===== src/hdl/sbi_pkg.sv =====
package sbi_pkg;

  // ****************************************************************
  // register map (index on the 3-bit register port)
  // ****************************************************************
  localparam logic [2:0] SBI_REG_MODE = 3'h0;
  localparam logic [2:0] SBI_REG_BUSCTL = 3'h1;
  localparam logic [2:0] SBI_REG_ITIME = 3'h2;
  localparam logic [2:0] SBI_REG_SHIFT = 3'h3;
  localparam logic [2:0] SBI_REG_SVA = 3'h4;
  localparam logic [2:0] SBI_REG_STAT = 3'h5;

  // ****************************************************************
  // field positions
  // ****************************************************************
  // channel_mode_reg
  localparam int SBI_MODE_EN = 7;
  localparam int SBI_MODE_MATCH = 6;
  localparam int SBI_MODE_WUP = 5;
  localparam int SBI_MODE_MASTER = 1;
  // bus_control_reg
  localparam int SBI_BC_SYNC_BUSY_ENABLE = 7;
  localparam int SBI_BC_ACK_DETECT_FLAG = 6;
  localparam int SBI_BC_ACK_AUTO_ENABLE = 5;
  localparam int SBI_BC_ACK_TRIGGER = 4;
  localparam int SBI_BC_COMMAND_DETECT_FLAG = 3;
  localparam int SBI_BC_RELEASE_DETECT_FLAG = 2;
  localparam int SBI_BC_COMMAND_TRIGGER = 1;
  localparam int SBI_BC_RELEASE_TRIGGER = 0;
  // interrupt_timing_reg
  localparam int SBI_IT_CLD = 6;
  localparam int SBI_IT_RIS = 5;
  // status register
  localparam int SBI_ST_IRQ = 0;
  localparam int SBI_ST_CLASS = 1;

  // ****************************************************************
  // reset values
  // ****************************************************************
  localparam logic [7:0] SBI_RST_REG = 8'h00;
  localparam logic [7:0] SBI_RST_SHIFT = 8'hff;
  localparam logic [3:0] SBI_BITS_PER_BYTE = 4'h8;

  // ****************************************************************
  // master clock timing
  // ****************************************************************
  localparam int SBI_CLK_MHZ = 250;
  localparam int SBI_SCK_HALF_NS = 500;
  localparam int SBI_SCK_HALF_CYC = (SBI_SCK_HALF_NS * SBI_CLK_MHZ) / 1000;

  // byte classes
  localparam logic [1:0] SBI_CLS_DATA = 2'h0;
  localparam logic [1:0] SBI_CLS_CMD = 2'h1;
  localparam logic [1:0] SBI_CLS_ADDR = 2'h2;

  // transfer engine states, gray along idle-wait-shift
  typedef enum logic [1:0] {
    SBI_IDLE = 2'b00,
    SBI_WAIT = 2'b01,
    SBI_SHIFT = 2'b11
  } sbi_state_e;

endpackage : sbi_pkg


===== src/hdl/sbi_pin_sync.sv =====
`timescale 1ns/1ns
module sbi_pin_sync #(
  parameter int W = 2
) (
  input wire logic clk,
  input wire logic arst_n,
  input wire logic [W-1:0] pin,
  output logic [W-1:0] lvl,
  output logic [W-1:0] rise,
  output logic [W-1:0] fall
);

  logic [W-1:0] s1_q;
  logic [W-1:0] s2_q;
  logic [W-1:0] s3_q;
  logic [W-1:0] lvl_q;
  logic [W-1:0] agree;

  // three-stage sampling of outside levels
  always_ff @(posedge clk or negedge arst_n) begin
    if (!arst_n) begin
      s1_q <= '1;
      s2_q <= '1;
      s3_q <= '1;
      lvl_q <= '1;
    end else begin
      s1_q <= pin;
      s2_q <= s1_q;
      s3_q <= s2_q;
      lvl_q <= (agree & s3_q) | (~agree & lvl_q);
    end
  end

  // a change counts once stages two and three agree
  assign agree = ~(s2_q ^ s3_q);
  assign rise = agree & s3_q & ~lvl_q;
  assign fall = agree & ~s3_q & lvl_q;
  assign lvl = lvl_q;

endmodule : sbi_pin_sync


===== src/hdl/sbi_core.sv =====
// How it works
// RULE_01: busy low at fall after acknowledge
// RULE_02: clearing busy enable releases at next fall
// RULE_03: transfer start ends busy, enable kept
// RULE_04: timing register byte writable, resets zero
// RULE_05: clock level bit read-only, zero when disabled
// RULE_06: software writes zeros to low nibble
// RULE_07: software sets ack trigger only after byte
// RULE_08: rising data while clock high: release
// RULE_09: falling data while clock high: command
// RULE_10: receiver acknowledges low one clock period
// RULE_11: line left high around transfers
// RULE_12: eight data clocks, then acknowledge and busy
// RULE_13: no wake-up: flag at ninth rise
// RULE_14: wake-up: flag only on address match
// RULE_15: classify byte as address, command, data
// RULE_16: start during busy waits for ready line
// RULE_17: clock push-pull as master, open-drain data
// RULE_18: wake-up keeps data output floating
// RULE_19: release select: interrupt on release instead; without wake-up the code also flags at the ninth rise
// RULE_20: shift register captures actual line levels
// RULE_21: match flag compares address and shift register
// RULE_22: shift on fall msb first, sample on rise
// RULE_23: software judges selection by address interrupt
// RULE_24: release/command triggers set/clear output latch
// RULE_25: auto acknowledge at ninth falling edge
// RULE_26: acknowledge detect at rise, cleared when disabled
`timescale 1ns/1ns
module sbi_core
  import sbi_pkg::*;
#(
  parameter int SCK_HALF_CYC = SBI_SCK_HALF_CYC
) (
  input wire logic clk,
  input wire logic arst_n,
  input wire logic [2:0] addr,
  input wire logic [7:0] wdata,
  input wire logic wr,
  input wire logic rd,
  output logic [7:0] rdata,
  input wire logic sck_in,
  output logic sck_out,
  output logic sck_oe_n,
  input wire logic sda_in,
  output logic sda_out,
  output logic sda_oe_n,
  output logic transfer_irq_flag,
  output logic transfer_interrupt
);

  // ****************************************************************
  // register state
  // ****************************************************************
  logic channel_enable_q;
  logic wakeup_enable_q;
  logic master_q;
  logic [4:0] mode_low_q;
  logic sync_busy_enable_q;
  logic ack_auto_enable_q;
  logic ack_trigger_q;
  logic ack_trigger_d;
  logic release_detect_q;
  logic release_detect_d;
  logic command_detect_q;
  logic command_detect_d;
  logic ack_detect_q;
  logic ack_detect_d;
  logic [7:0] itime_q;
  logic [7:0] shift_q;
  logic [7:0] shift_d;
  logic [7:0] sva_q;
  logic irq_q;
  logic irq_d;
  logic [1:0] class_q;
  logic [7:0] rdata_q;

  // ****************************************************************
  // engine state
  // ****************************************************************
  sbi_state_e state_q;
  sbi_state_e state_d;
  logic [3:0] cnt_q;
  logic output_latch_q;
  logic output_latch_d;
  logic ack_out_q;
  logic ack_out_d;
  logic busy_q;
  logic busy_d;
  logic msck_q;
  logic [15:0] div_q;

  // ****************************************************************
  // pins and edges
  // ****************************************************************
  logic [1:0] pin_lvl;
  logic [1:0] pin_rise;
  logic [1:0] pin_fall;
  logic sda_lvl;
  logic sck_lvl;
  logic sck_rise;
  logic sck_fall;
  logic m_tick;
  logic m_rise;
  logic m_fall;
  logic rel_evt;
  logic cmd_evt;

  sbi_pin_sync #(
    .W(2)
  ) u_sync (
    .clk(clk),
    .arst_n(arst_n),
    .pin({sda_in, sck_in}),
    .lvl(pin_lvl),
    .rise(pin_rise),
    .fall(pin_fall)
  );

  // serial clock: own divider as master, sampled pin as slave
  assign m_tick = (div_q == 16'(SCK_HALF_CYC - 1));
  assign m_rise = m_tick & ~msck_q;
  assign m_fall = m_tick & msck_q;
  assign sck_lvl = master_q ? msck_q : pin_lvl[0];
  assign sck_rise = channel_enable_q & (master_q ? m_rise : pin_rise[0]);
  assign sck_fall = channel_enable_q & (master_q ? m_fall : pin_fall[0]);
  assign sda_lvl = pin_lvl[1];
  // data edges while clock is high mark release and command
  assign rel_evt = channel_enable_q & pin_rise[1] & sck_lvl; // [RULE_08]
  assign cmd_evt = channel_enable_q & pin_fall[1] & sck_lvl; // [RULE_09]

  // ****************************************************************
  // register port decode
  // ****************************************************************
  logic wr_mode;
  logic wr_busctl;
  logic wr_itime;
  logic wr_shift;
  logic wr_sva;
  logic wr_stat;
  logic start_wr;
  logic active;
  logic ninth_rise;
  logic ninth_fall;
  logic is_addr;
  logic addr_match;
  logic ris;
  logic byte_irq;
  logic rel_irq;
  logic mismatch;
  logic clock_level;
  logic [7:0] rd_mux;

  assign wr_mode = wr && (addr == SBI_REG_MODE);
  assign wr_busctl = wr && (addr == SBI_REG_BUSCTL);
  assign wr_itime = wr && (addr == SBI_REG_ITIME);
  assign wr_shift = wr && (addr == SBI_REG_SHIFT);
  assign wr_sva = wr && (addr == SBI_REG_SVA);
  assign wr_stat = wr && (addr == SBI_REG_STAT);
  // a shift register write starts a transfer while the channel is enabled, unless one is shifting
  assign start_wr = wr_shift & channel_enable_q & (state_q != SBI_SHIFT);
  assign active = (state_q == SBI_SHIFT);
  assign ninth_rise = sck_rise & active & (cnt_q == SBI_BITS_PER_BYTE); // [RULE_12]
  assign ninth_fall = sck_fall & active & (cnt_q == SBI_BITS_PER_BYTE); // [RULE_12]
  assign is_addr = release_detect_q & command_detect_q; // [RULE_15]
  assign addr_match = channel_enable_q & (sva_q == shift_q); // [RULE_21]
  assign ris = itime_q[SBI_IT_RIS];
  // release select overrides address-match wake-up
  assign byte_irq = wakeup_enable_q ? (~ris & is_addr & addr_match) : 1'b1; // [RULE_13] [RULE_14]
  assign rel_irq = ris & rel_evt; // [RULE_19]
  assign mismatch = ninth_rise & wakeup_enable_q & ~ris & is_addr & ~addr_match; // [RULE_14]
  assign clock_level = channel_enable_q & sck_lvl; // [RULE_05]

  // read mux, unmapped reads return zero
  assign rd_mux =
    (addr == SBI_REG_MODE) ?
      {channel_enable_q, addr_match, wakeup_enable_q, mode_low_q} :
    (addr == SBI_REG_BUSCTL) ?
      {sync_busy_enable_q, ack_detect_q, ack_auto_enable_q, ack_trigger_q,
       command_detect_q, release_detect_q, 2'b00} :
    (addr == SBI_REG_ITIME) ?
      {itime_q[7], clock_level, itime_q[5:0]} :
    (addr == SBI_REG_SHIFT) ? shift_q :
    (addr == SBI_REG_SVA) ? sva_q :
    (addr == SBI_REG_STAT) ? {5'b00000, class_q, irq_q} : 8'h00;

  // ****************************************************************
  // software registers
  // ****************************************************************
  // mode, control and timing registers
  always_ff @(posedge clk or negedge arst_n) begin
    if (!arst_n) begin
      channel_enable_q <= 1'b0;
      wakeup_enable_q <= 1'b0;
      master_q <= 1'b0;
      mode_low_q <= 5'h00;
      sync_busy_enable_q <= 1'b0;
      ack_auto_enable_q <= 1'b0;
      itime_q <= SBI_RST_REG; // [RULE_04]
      sva_q <= SBI_RST_REG;
      rdata_q <= SBI_RST_REG;
    end else begin
      if (wr_mode) begin
        channel_enable_q <= wdata[SBI_MODE_EN];
        wakeup_enable_q <= wdata[SBI_MODE_WUP];
        master_q <= wdata[SBI_MODE_MASTER];
        mode_low_q <= wdata[4:0];
      end
      if (wr_busctl) begin
        sync_busy_enable_q <= wdata[SBI_BC_SYNC_BUSY_ENABLE];
        ack_auto_enable_q <= wdata[SBI_BC_ACK_AUTO_ENABLE];
      end
      // bit 6 is never stored; low nibble is taken as written
      if (wr_itime) begin
        itime_q <= {wdata[7], 1'b0, wdata[5:0]}; // [RULE_04] [RULE_06]
      end
      if (wr_sva) begin
        sva_q <= wdata;
      end
      rdata_q <= rd ? rd_mux : SBI_RST_REG;
    end
  end

  // ****************************************************************
  // flags: set wins over every clear, except the ack trigger, where clear wins
  // ****************************************************************
  always_comb begin
    release_detect_d = release_detect_q;
    if (start_wr || mismatch || cmd_evt) begin
      release_detect_d = (start_wr || mismatch) ? 1'b0 : release_detect_q;
    end
    if (!channel_enable_q) begin
      release_detect_d = 1'b0;
    end else if (rel_evt) begin
      release_detect_d = 1'b1; // [RULE_08]
    end
    command_detect_d = command_detect_q;
    if (start_wr || rel_evt || !channel_enable_q) begin
      command_detect_d = 1'b0; // [RULE_08]
    end
    if (cmd_evt) begin
      command_detect_d = 1'b1; // [RULE_09]
    end
    ack_detect_d = ack_detect_q;
    if (start_wr || !channel_enable_q) begin
      ack_detect_d = 1'b0; // [RULE_26]
    end
    if (ninth_rise && !sda_lvl) begin
      ack_detect_d = 1'b1; // [RULE_10] [RULE_26]
    end
    ack_trigger_d = ack_trigger_q;
    if (wr_busctl && wdata[SBI_BC_ACK_TRIGGER]) begin
      ack_trigger_d = 1'b1;
    end
    if (start_wr || !channel_enable_q || (sck_fall && !active && ack_trigger_q)) begin
      ack_trigger_d = 1'b0;
    end
    irq_d = irq_q;
    if (wr_stat && wdata[SBI_ST_IRQ]) begin
      irq_d = 1'b0;
    end
    if ((ninth_rise && byte_irq) || rel_irq) begin
      irq_d = 1'b1; // [RULE_13] [RULE_14] [RULE_19]
    end
  end

  always_ff @(posedge clk or negedge arst_n) begin
    if (!arst_n) begin
      release_detect_q <= 1'b0;
      command_detect_q <= 1'b0;
      ack_detect_q <= 1'b0;
      ack_trigger_q <= 1'b0;
      irq_q <= 1'b0;
      class_q <= SBI_CLS_DATA;
    end else begin
      release_detect_q <= release_detect_d;
      command_detect_q <= command_detect_d;
      ack_detect_q <= ack_detect_d;
      ack_trigger_q <= ack_trigger_d;
      irq_q <= irq_d;
      if (ninth_rise) begin
        class_q <= is_addr ? SBI_CLS_ADDR :
                   command_detect_q ? SBI_CLS_CMD : SBI_CLS_DATA; // [RULE_15]
      end
    end
  end

  // ****************************************************************
  // transfer engine
  // ****************************************************************
  always_comb begin
    state_d = state_q;
    shift_d = shift_q;
    output_latch_d = output_latch_q;
    ack_out_d = ack_out_q;
    busy_d = busy_q;
    case (state_q)
      SBI_IDLE: begin
        if (start_wr) begin
          state_d = SBI_WAIT;
        end
      end
      SBI_WAIT: begin
        // held back until the line reads ready
        if (sda_lvl) begin
          state_d = SBI_SHIFT; // [RULE_16]
        end
      end
      SBI_SHIFT: begin
        if (ninth_rise) begin
          state_d = SBI_IDLE;
        end
      end
      default: begin
        state_d = SBI_IDLE;
      end
    endcase
    if (sck_fall && active && cnt_q < SBI_BITS_PER_BYTE) begin
      output_latch_d = shift_q[7]; // [RULE_22]
    end
    if (sck_rise && active && cnt_q < SBI_BITS_PER_BYTE) begin
      shift_d = {shift_q[6:0], sda_lvl}; // [RULE_20] [RULE_22]
    end
    if (ninth_fall) begin
      output_latch_d = 1'b1; // [RULE_11]
      ack_out_d = ack_auto_enable_q; // [RULE_25]
    end
    if (sck_fall && !active && ack_trigger_q) begin
      ack_out_d = 1'b1; // [RULE_10]
    end
    if (sck_fall && ack_out_q) begin
      ack_out_d = 1'b0; // [RULE_10]
      busy_d = sync_busy_enable_q; // [RULE_01]
    end
    if (sck_fall && !sync_busy_enable_q) begin
      busy_d = 1'b0; // [RULE_02]
    end
    if (wr_busctl && channel_enable_q && wdata[SBI_BC_RELEASE_TRIGGER]) begin
      output_latch_d = 1'b1; // [RULE_24]
    end
    if (wr_busctl && channel_enable_q && wdata[SBI_BC_COMMAND_TRIGGER]) begin
      output_latch_d = 1'b0; // [RULE_24]
    end
    if (wr_shift && !active) begin
      shift_d = wdata;
    end
    if (start_wr) begin
      busy_d = 1'b0; // [RULE_03] [RULE_11]
    end
    if (!channel_enable_q) begin
      state_d = SBI_IDLE;
      ack_out_d = 1'b0;
      busy_d = 1'b0;
    end
  end

  always_ff @(posedge clk or negedge arst_n) begin
    if (!arst_n) begin
      state_q <= SBI_IDLE;
      shift_q <= SBI_RST_SHIFT;
      output_latch_q <= 1'b1;
      ack_out_q <= 1'b0;
      busy_q <= 1'b0;
    end else begin
      state_q <= state_d;
      shift_q <= shift_d;
      output_latch_q <= output_latch_d;
      ack_out_q <= ack_out_d;
      busy_q <= busy_d;
    end
  end

  // bit counter, counts serial clock rises in a transfer
  always_ff @(posedge clk or negedge arst_n) begin
    if (!arst_n) begin
      cnt_q <= 4'h0;
    end else if (!active) begin
      cnt_q <= 4'h0;
    end else if (sck_rise) begin
      cnt_q <= cnt_q + 4'h1; // [RULE_12]
    end
  end

  // master clock divider, runs only during a transfer
  always_ff @(posedge clk or negedge arst_n) begin
    if (!arst_n) begin
      div_q <= 16'h0000;
      msck_q <= 1'b1;
    end else if (!(master_q && active)) begin
      div_q <= 16'h0000;
      msck_q <= 1'b1;
    end else if (m_tick) begin
      div_q <= 16'h0000;
      msck_q <= ~msck_q;
    end else begin
      div_q <= div_q + 16'h0001;
    end
  end

  // ****************************************************************
  // outputs
  // ****************************************************************
  // data pin only ever pulls low; wake-up masks the data term
  assign sda_out = 1'b0;
  assign sda_oe_n = ~(channel_enable_q &
                      ((~output_latch_q & ~wakeup_enable_q) | ack_out_q | busy_q)); // [RULE_17] [RULE_18]
  assign sck_out = msck_q;
  assign sck_oe_n = ~(channel_enable_q & master_q); // [RULE_17]
  assign rdata = rdata_q;
  assign transfer_irq_flag = irq_q;
  assign transfer_interrupt = irq_d & ~irq_q;

  // ****************************************************************
  // assertions
  // ****************************************************************
  a_busy_after_ack: assert property (@(posedge clk) disable iff (!arst_n) // [RULE_01]
    sck_fall && ack_out_q && sync_busy_enable_q && channel_enable_q && !start_wr
    |=> busy_q && !sda_oe_n)
    else $error("busy not driven after acknowledge");

  a_busy_release: assert property (@(posedge clk) disable iff (!arst_n) // [RULE_02]
    sck_fall && !sync_busy_enable_q |=> !busy_q)
    else $error("busy not released at falling edge");

  a_start_busy: assert property (@(posedge clk) disable iff (!arst_n) // [RULE_03]
    start_wr && !wr_busctl |=> !busy_q && sync_busy_enable_q == $past(sync_busy_enable_q))
    else $error("transfer start did not end busy or changed enable");

  a_cld_zero: assert property (@(posedge clk) disable iff (!arst_n) // [RULE_05]
    rd && addr == SBI_REG_ITIME && !channel_enable_q |=> !rdata[SBI_IT_CLD])
    else $error("clock level bit read one while disabled");

  a_rel_flags: assert property (@(posedge clk) disable iff (!arst_n) // [RULE_08]
    rel_evt |=> release_detect_q && !command_detect_q)
    else $error("release detect flags wrong");

  a_irq_ninth: assert property (@(posedge clk) disable iff (!arst_n) // [RULE_13]
    ninth_rise && !wakeup_enable_q |=> irq_q && state_q == SBI_IDLE)
    else $error("transfer flag not set at ninth rise");

  a_wait_ready: assert property (@(posedge clk) disable iff (!arst_n) // [RULE_16]
    state_q == SBI_WAIT && !sda_lvl && channel_enable_q |=> state_q == SBI_WAIT)
    else $error("transfer started while line busy");

  a_shift_msb: assert property (@(posedge clk) disable iff (!arst_n) // [RULE_22]
    sck_fall && active && cnt_q < SBI_BITS_PER_BYTE && !wr_busctl
    |=> output_latch_q == $past(shift_q[7]))
    else $error("output latch not loaded with msb");

  a_ack_ninth: assert property (@(posedge clk) disable iff (!arst_n) // [RULE_25]
    ninth_fall && ack_auto_enable_q |=> ack_out_q && !sda_oe_n)
    else $error("auto acknowledge missing at ninth fall");

  a_ack_detect: assert property (@(posedge clk) disable iff (!arst_n) // [RULE_26]
    ninth_rise && !sda_lvl |=> ack_detect_q)
    else $error("acknowledge not detected");

endmodule : sbi_core


===== config.mk =====
export PLATFORM = sky130hd
export DESIGN_NAME = sbi_core
export DESIGN_NICKNAME = d
export VERILOG_FILES = /design/src/hdl/sbi_pkg.sv /design/src/hdl/sbi_pin_sync.sv /design/src/hdl/sbi_core.sv
export SDC_FILE = /design/constraint.sdc
export NUM_CORES = 1
export LEC_CHECK = 0
export ABC_AREA = 1
export BUFFER_PORTS_ARGS = -buffer_cell sky130_fd_sc_hd__buf_2
export CAP_MARGIN = 20
export CORE_MARGIN = 5
export CORE_UTILIZATION = 60
export CTS_CLUSTER_DIAMETER = 60
export DETAILED_ROUTE_END_ITERATION = 8
export PLACE_DENSITY = 0.79
export SLEW_MARGIN = 40
export SYNTH_ARGS = -nofsm -noshare
export SYNTH_HDL_FRONTEND = slang
export SYNTH_SLANG_ARGS = --single-unit

===== constraint.sdc =====
create_clock -name clk -period 1.8 [get_ports clk]
set_input_delay 0 -clock clk [delete_from_list [all_inputs] [get_ports clk]]
set_output_delay 0 -clock clk [all_outputs]
set_load 0.01 [all_outputs]

==> results of run 1 <==
==> kinds of logic after synthesis <==
group | after synthesis | share of synthesized area
flops | 81 | 0.486
fa+ha+maj | 8 | 0.0237
compound gates | 100 | 0.132
other cells | 1 | 0.000889
mux | 1 | 0.00267
buf+inv | 89 | 0.0822
xor+xnor | 9 | 0.0187
simple gates | 227 | 0.254
==> where the power goes <==
part	internal [mW]	switching [mW]
logic	0.280	0.472
clock network	0.785	0.676
registers	2.06	0.179
==> final timing paths <==
check	slack (ps)	to	depth (start not counted)	start
max	-240	transfer_interrupt	13	div_q[0]
min	40	div_q[7]	2	arst_n
max reg2reg	-70	shift_q[6]	15	div_q[0]
min reg2reg	360	u_sync.s2_q[0]	0	u_sync.s1_q[0]
max in group asynchronous	1120	u_sync.s2_q[1]	3	arst_n
min in group clk	50	sva_q[7]	3	wdata[7]
==> per-stage QoR <==
step,util,setup TNS (ps)
floorplan,-,0
global placement,0.661,0
detailed placement,0.661,0
CTS,0.721,-186
global route,0.733,-2750
finish,0.733,-877
==> timing repair <==
| item | CTS | global route |
|---|---|---|
| pin swaps | 2 | 2 |
| gates cloned | 0 | 1 |
| hold buffers | 11 | 0 |
| buffers inserted | 6 | 5 |
| endpoints found under the setup margin | 2 | 18 |
| endpoints found under the hold margin | 83 | 0 |
| resized for setup | 10 | 10 |
==> layer usage <==
layer | vias up | GRT usage
li1 | 1803 | -
met1 | 1805 | 0.363
met2 | 188 | 0.402
met3 | 27 | 0.0369
met4 | 0 | 0.105
met5 | - | 0
==> state kept, by name, indices dropped and copies added (netlist names), 2 cells and up, named ones only <==
register     count
itime_q          7
shift_q          8
rdata            8
state_q          2
u_sync.s1_q      2
u_sync.s2_q      2
mode_low_q       5
sva_q            8
class_q          2
u_sync.s3_q      2
cnt_q            4
div_q           16
==> worst max-delay path, cell delays in order (launching register included) <==
cell and delay (ps):
dfrtp_1 410, inv_2 90, ha_4 140, inv_2 30, nor2_1 90, nand2_1 80, nor2_2 130, nand3_2 120
nand2_4 90, nand4_4 100, inv_2 110, nand2_2 60, a21oi_2 100, buf_2 130
==> layout make-up <==
type | instances | area (um^2)
well taps | 96 | 120
multi-input cells | 347 | 1900
flip-flops and latches | 81 | 2050
fillers | 512 | 1830
inverters | 81 | 307
repair buffers | 58 | 409
clock inverters | 6 | 92.6
clock buffers | 10 | 128
==> cell usage after synthesis (6+ instances only) <==
master	number	area (um^2)
inv_2	10	37.5
nand4_1	6	37.5
dfrtp_1	63	1580
ha_1	8	100
nand2_2	9	56.3
nor2_2	7	43.8
inv_1	71	267
nor3_1	9	45.0
o21ai_0	53	265
nor2_1	29	109
nand2_1	114	428
nand3_1	37	185
dfstp_2	18	473
a21oi_1	24	120
==> summary.md, run 1 <==
| Metric | Value |
|---|---|
| Static Leak | 2.36 nW |
| Clk sinks | ~80 |
| Rows | 30 |
| First-pass GRT wire length | 17700 um |
| Boundary Pins | 31 |
| Tmin final | roughly 2000 ps |
| Min-delay worst type | input port to asynchronous set/reset pin |
| Fin area | 5000 um^2 |
| Peak supply drop | around 600 uV |
| Final max-slew violation count | 0 |
| Initial cell density of the core | 0.617 |
| Met3 routed wirelength | 805 um |
| Area growth, synth to finish | 18.7% |
| Distinct cell type count after synthesis | 39 |
| Post-layout nets | approximately 600 |
| Vias | 3823 |
| DRT antenna net count | 0 |
| Final Skew | 9.40 ps |
| Seq/Total Area, Yosys | 0.486 |
| Final Cycle Share | 1.13 |
| Worst Path Required | approximately 1800 ps |
| Critical path class | flop to primary output |
| Dpl cells | 641 |
| Initial DRC count | 393 |
| Total power | 4.46 mW |
| Core Area | 6830 um^2 |
| Final setup viols | 15 |
| Max FO, Critical Path | 3 |
| Number of global-route vias before repair | ~3700 |
| CTS tree | done |
| Most frequent cells in the layout | nand2_1 (112), inv_1 (68), dfrtp_1 (63), o21ai_0 (52), nand3_1 (37) |
| Crit start category | flop |
| Cells after Synth | 516 |
| Total nets after synthesis | 541 |
| Antenna diode count | 0 |
| Routed met1 length | 4630 um |
| Reg clk slew, reported paths | 90 ps |
| Non-Filler Instances | 679 |
| Final worst slack | -240 ps |
| CP endpoint kind | primary output |
| Most common cell after layout, fill and taps aside | nand2_1 |
| Top FF cell, synth | dfrtp_1 |
| WL per Instance | roughly 16 um |
| Port buffer count | 29 |
| Layout cells sized above 1 | 0.233 |
| Placer Congestion | 0.940 |
| Initial antenna violation count | 0 |
| Buffer depth of the longest clock path | 2 |
| #FFs+latches synth | 81 |
| GR Util All Layers | 0.258 |
| Dpl ws | 37.4 ps |
| CP Data Arrival Time | 2040 ps |
| Synth Warn # | 0 |
| Total gr overflow | 0 |
| Clock Latency Late Sink | 360 ps |
| Pre-antenna DRT Iters | 7 |
| Status | finished with violations |
| MaxCap Viol Count | 0 |
| PwrDens | just under 900 nW/um^2 |
| Hold Worst Slack | 37.4 ps |
| Top Layer Used | met4 |
| Total CTS buffers | 9 |
| Vias per cell | 5.63 |
| DRC | 0 |
| Met2 WL | 4920 um |
| Die height | 93.8 um |
| Chip Width | 93.8 um |
| Fin. Hold Viols | 0 |
| Final wirelength | 10600 um |
| Post-synth EDFFs | 0 |
| H-tree levels | 3 |
| RSZ-0062 raised after global routing | true |
| Synth Cell Area | roughly 4200 um^2 |
| Syn avg cell area | 8.17 um^2 |
| Ys async rst share | 1.00 |
| Top achievable clock speed | 490 MHz |
| Area after DPL | about 4500 um^2 |
| Pin count of the biggest net entering global routing | 42 |
| Die Area | 8810 um^2 |
| DP HPWL | ~7500 um |
| Failing checks | setup timing |
| Root Driver | clkbuf_8 |
Power figures use the tool's default switching activity.
==> run 2: changes to the inputs <==
- CELL_PAD_IN_SITES_DETAIL_PLACEMENT: unset -> 0
- CELL_PAD_IN_SITES_GLOBAL_PLACEMENT: unset -> 2
- CORE_UTILIZATION: 60 -> 36
- PLACE_DENSITY: 0.79 -> unset
- PLACE_DENSITY_LB_ADDON: unset -> 0.1
==> summary.md, run 2 (synthesis results as in run 1) <==
| Metric | Value |
|---|---|
| DP HPWL | 8820 um (+18%) |
| Die height | 118 um (+26%) |
| Footprint of the multi-input gates | 1920 um^2 (+1.2%) |
| Boundary Pins | 31 (unchanged) |
| Tmin final | 1920 ps (-120 ps) |
| CTS tree | done |
| Biggest register | div_q |
| R2r startpoint | div_q[1] |
| Final max-slew violation count | 0 (unchanged) |
| DRT antenna net count | 0 (unchanged) |
| Max FFs per register | 16 (unchanged) |
| Reg clk slew, reported paths | 60 ps (-30 ps) |
| Total power | 4.88 mW (+9.5%) |
| Seq. cell area | 2050 um^2 (unchanged) |
| MaxCap Viol Count | 0 (unchanged) |
| Rows | 39 (+30%) |
| Layout cells sized above 1 | 0.250 (+0.0167) |
| Final setup viols | 1 (-14) |
| R2R setup slack | 30 ps (+100 ps) |
| Worst R2R End | shift_q[6] |
| Pre-antenna DRT Iters | 4 (-3) |
| Status | finished with violations |
| H-tree levels | 3 (unchanged) |
| PwrDens | 934 nW/um^2 (+4.9%) |
| First-pass GRT wire length | 19300 um (+8.8%) |
| Clock Latency Late Sink | 350 ps (about the same) |
| Hold Crit Start | wdata[7] |
| Crit start category | flop |
| Total gr overflow | 0 (unchanged) |
| Most frequent cells in the layout | nand2_1 (110), inv_1 (68), dfrtp_1 (63), o21ai_0 (51), nand3_1 (35) |
| DRC | 0 (unchanged) |
| Initial cell density of the core | 0.368 (-0.250) |
| Crit path from | div_q[1] |
| Critical path class | flop to primary output |
| Min-delay worst type | input port to flop |
| Final wirelength | 12000 um (+13%) |
| Placer Congestion | 0.775 (-18%) |
| Pin count of the biggest net entering global routing | 52 (+24%) |
| Root Driver | clkbuf_16 |
| Fin. Hold Viols | 0 (unchanged) |
| Final worst slack | -119 ps (+120 ps) |
| Final Skew | 7.75 ps (-1.65 ps) |
| Worst Reg-to-Reg Cells | 15 (unchanged) |
| Final Cycle Share | 1.07 (-0.0669) |
| GR Util All Layers | 0.176 (-0.0822) |
| Buffer depth of the longest clock path | 2 (unchanged) |
| Port buffer count | 29 (unchanged) |
| Fillers | 1157 (+130%) |
| Initial DRC count | 174 (-56%) |
| Vias | 3619 (-5.3%) |
| RSZ-0062 raised after global routing | true |
| Post-layout nets | 612 (+1.5%) |
| Dpl ws | 27.9 ps (-9.50 ps) |
| Worst Path Required | 1800 ps (about the same) |
| Max FO, Critical Path | 2 (-1) |
| Chip Width | 118 um (+26%) |
| Static Leak | 2.45 nW (+3.7%) |
| Peak supply drop | 515 uV (-14%) |
| Failing checks | setup timing |
| Top achievable clock speed | 521 MHz (+6.3%) |
| Die Area | 14000 um^2 (+59%) |
| WL per Instance | 16.3 um (+4.3%) |
| Vias per cell | 4.92 (-13%) |
| Crit path capture | transfer_interrupt |
| CP endpoint kind | primary output |
| Core Area | 11500 um^2 (+68%) |
| Fin area | 5220 um^2 (+4.3%) |
| Initial antenna violation count | 0 (unchanged) |
| Area after DPL | 4660 um^2 (+3.3%) |
| CP Data Arrival Time | 1920 ps (-120 ps) |
| Area growth, synth to finish | 23.8% |
| Number of global-route vias before repair | 3664 (-0.082%) |
| Most common cell after layout, fill and taps aside | nand2_1 |
| Total CTS buffers | 9 (unchanged) |
| Clk sinks | 81 (unchanged) |
| Antenna diode count | 0 (unchanged) |
## run 2: routing by layer
metal,wire length (um),vias to the layer above,track usage,share of wire
li1,-,1821,-,-
met1,5260,1720,0.210,0.44
met3,316,19,0.0325,0.026
met4,359,0,0.0867,0.030
met5,0,-,0,0
met2,6030,59,0.303,0.50
## run 2: per-stage QoR
| stage | hold WS (ps) | utilization | setup TNS (ps) | std cells |
|---|---|---|---|---|
| floorplan | -296 | - | 0 | 516 |
| global placement | -16.0 | 0.407 | 0 | 700 |
| detailed placement | -22.5 | 0.407 | 0 | 700 |
| CTS | 24.2 | 0.447 | -269 | 731 |
| global route | 59.2 | 0.455 | -1890 | 735 |
| finish | 28.1 | 0.455 | -119 | 735 |
## run 2: worst min path at each step
stage                               to  cells after the start
floorplan            ack_auto_enable_q                      0
global placement              div_q[6]                      1
detailed placement            div_q[5]                      1
CTS                 sync_busy_enable_q                      3
global route        sync_busy_enable_q                      3
finish                      itime_q[7]                      3
## run 2: worst max-delay path, stage by stage (launching register included)
cell,delay [ps]
dfrtp_1,390
inv_2,80
ha_4,130
inv_2,30
nor2_2,60
nand2_1,60
nor2_2,150
nand3_2,110
nand2_4,80
nand4_4,90
inv_2,90
nand2_2,60
a21oi_2,110
buf_2,140
## run 2: cell type report
cell class / instances / area share
flip-flops and latches: 81 / 0.393
well taps: 143 / 0.0343
inverters: 81 / 0.0592
multi-input cells: 347 / 0.368
clock inverters: 3 / 0.00767
repair buffers: 67 / 0.0903
clock buffers: 13 / 0.0479
## run 2: power breakdown
part / switching, mW / internal (mW)
Sequential: 0.171 / 2.07
Combinational: 0.477 / 0.299
Clock: 0.754 / 1.11
## run 2: what timing repair did
item                                   4_1_cts  5_1_grt
setup endpoints to repair                    1       21
setup buffers                                6        4
endpoints found under the hold margin       42        0
pin swaps                                    5        8
hold buffers                                 9        0
gates resized for setup                     10       16
cloned                                       0        1
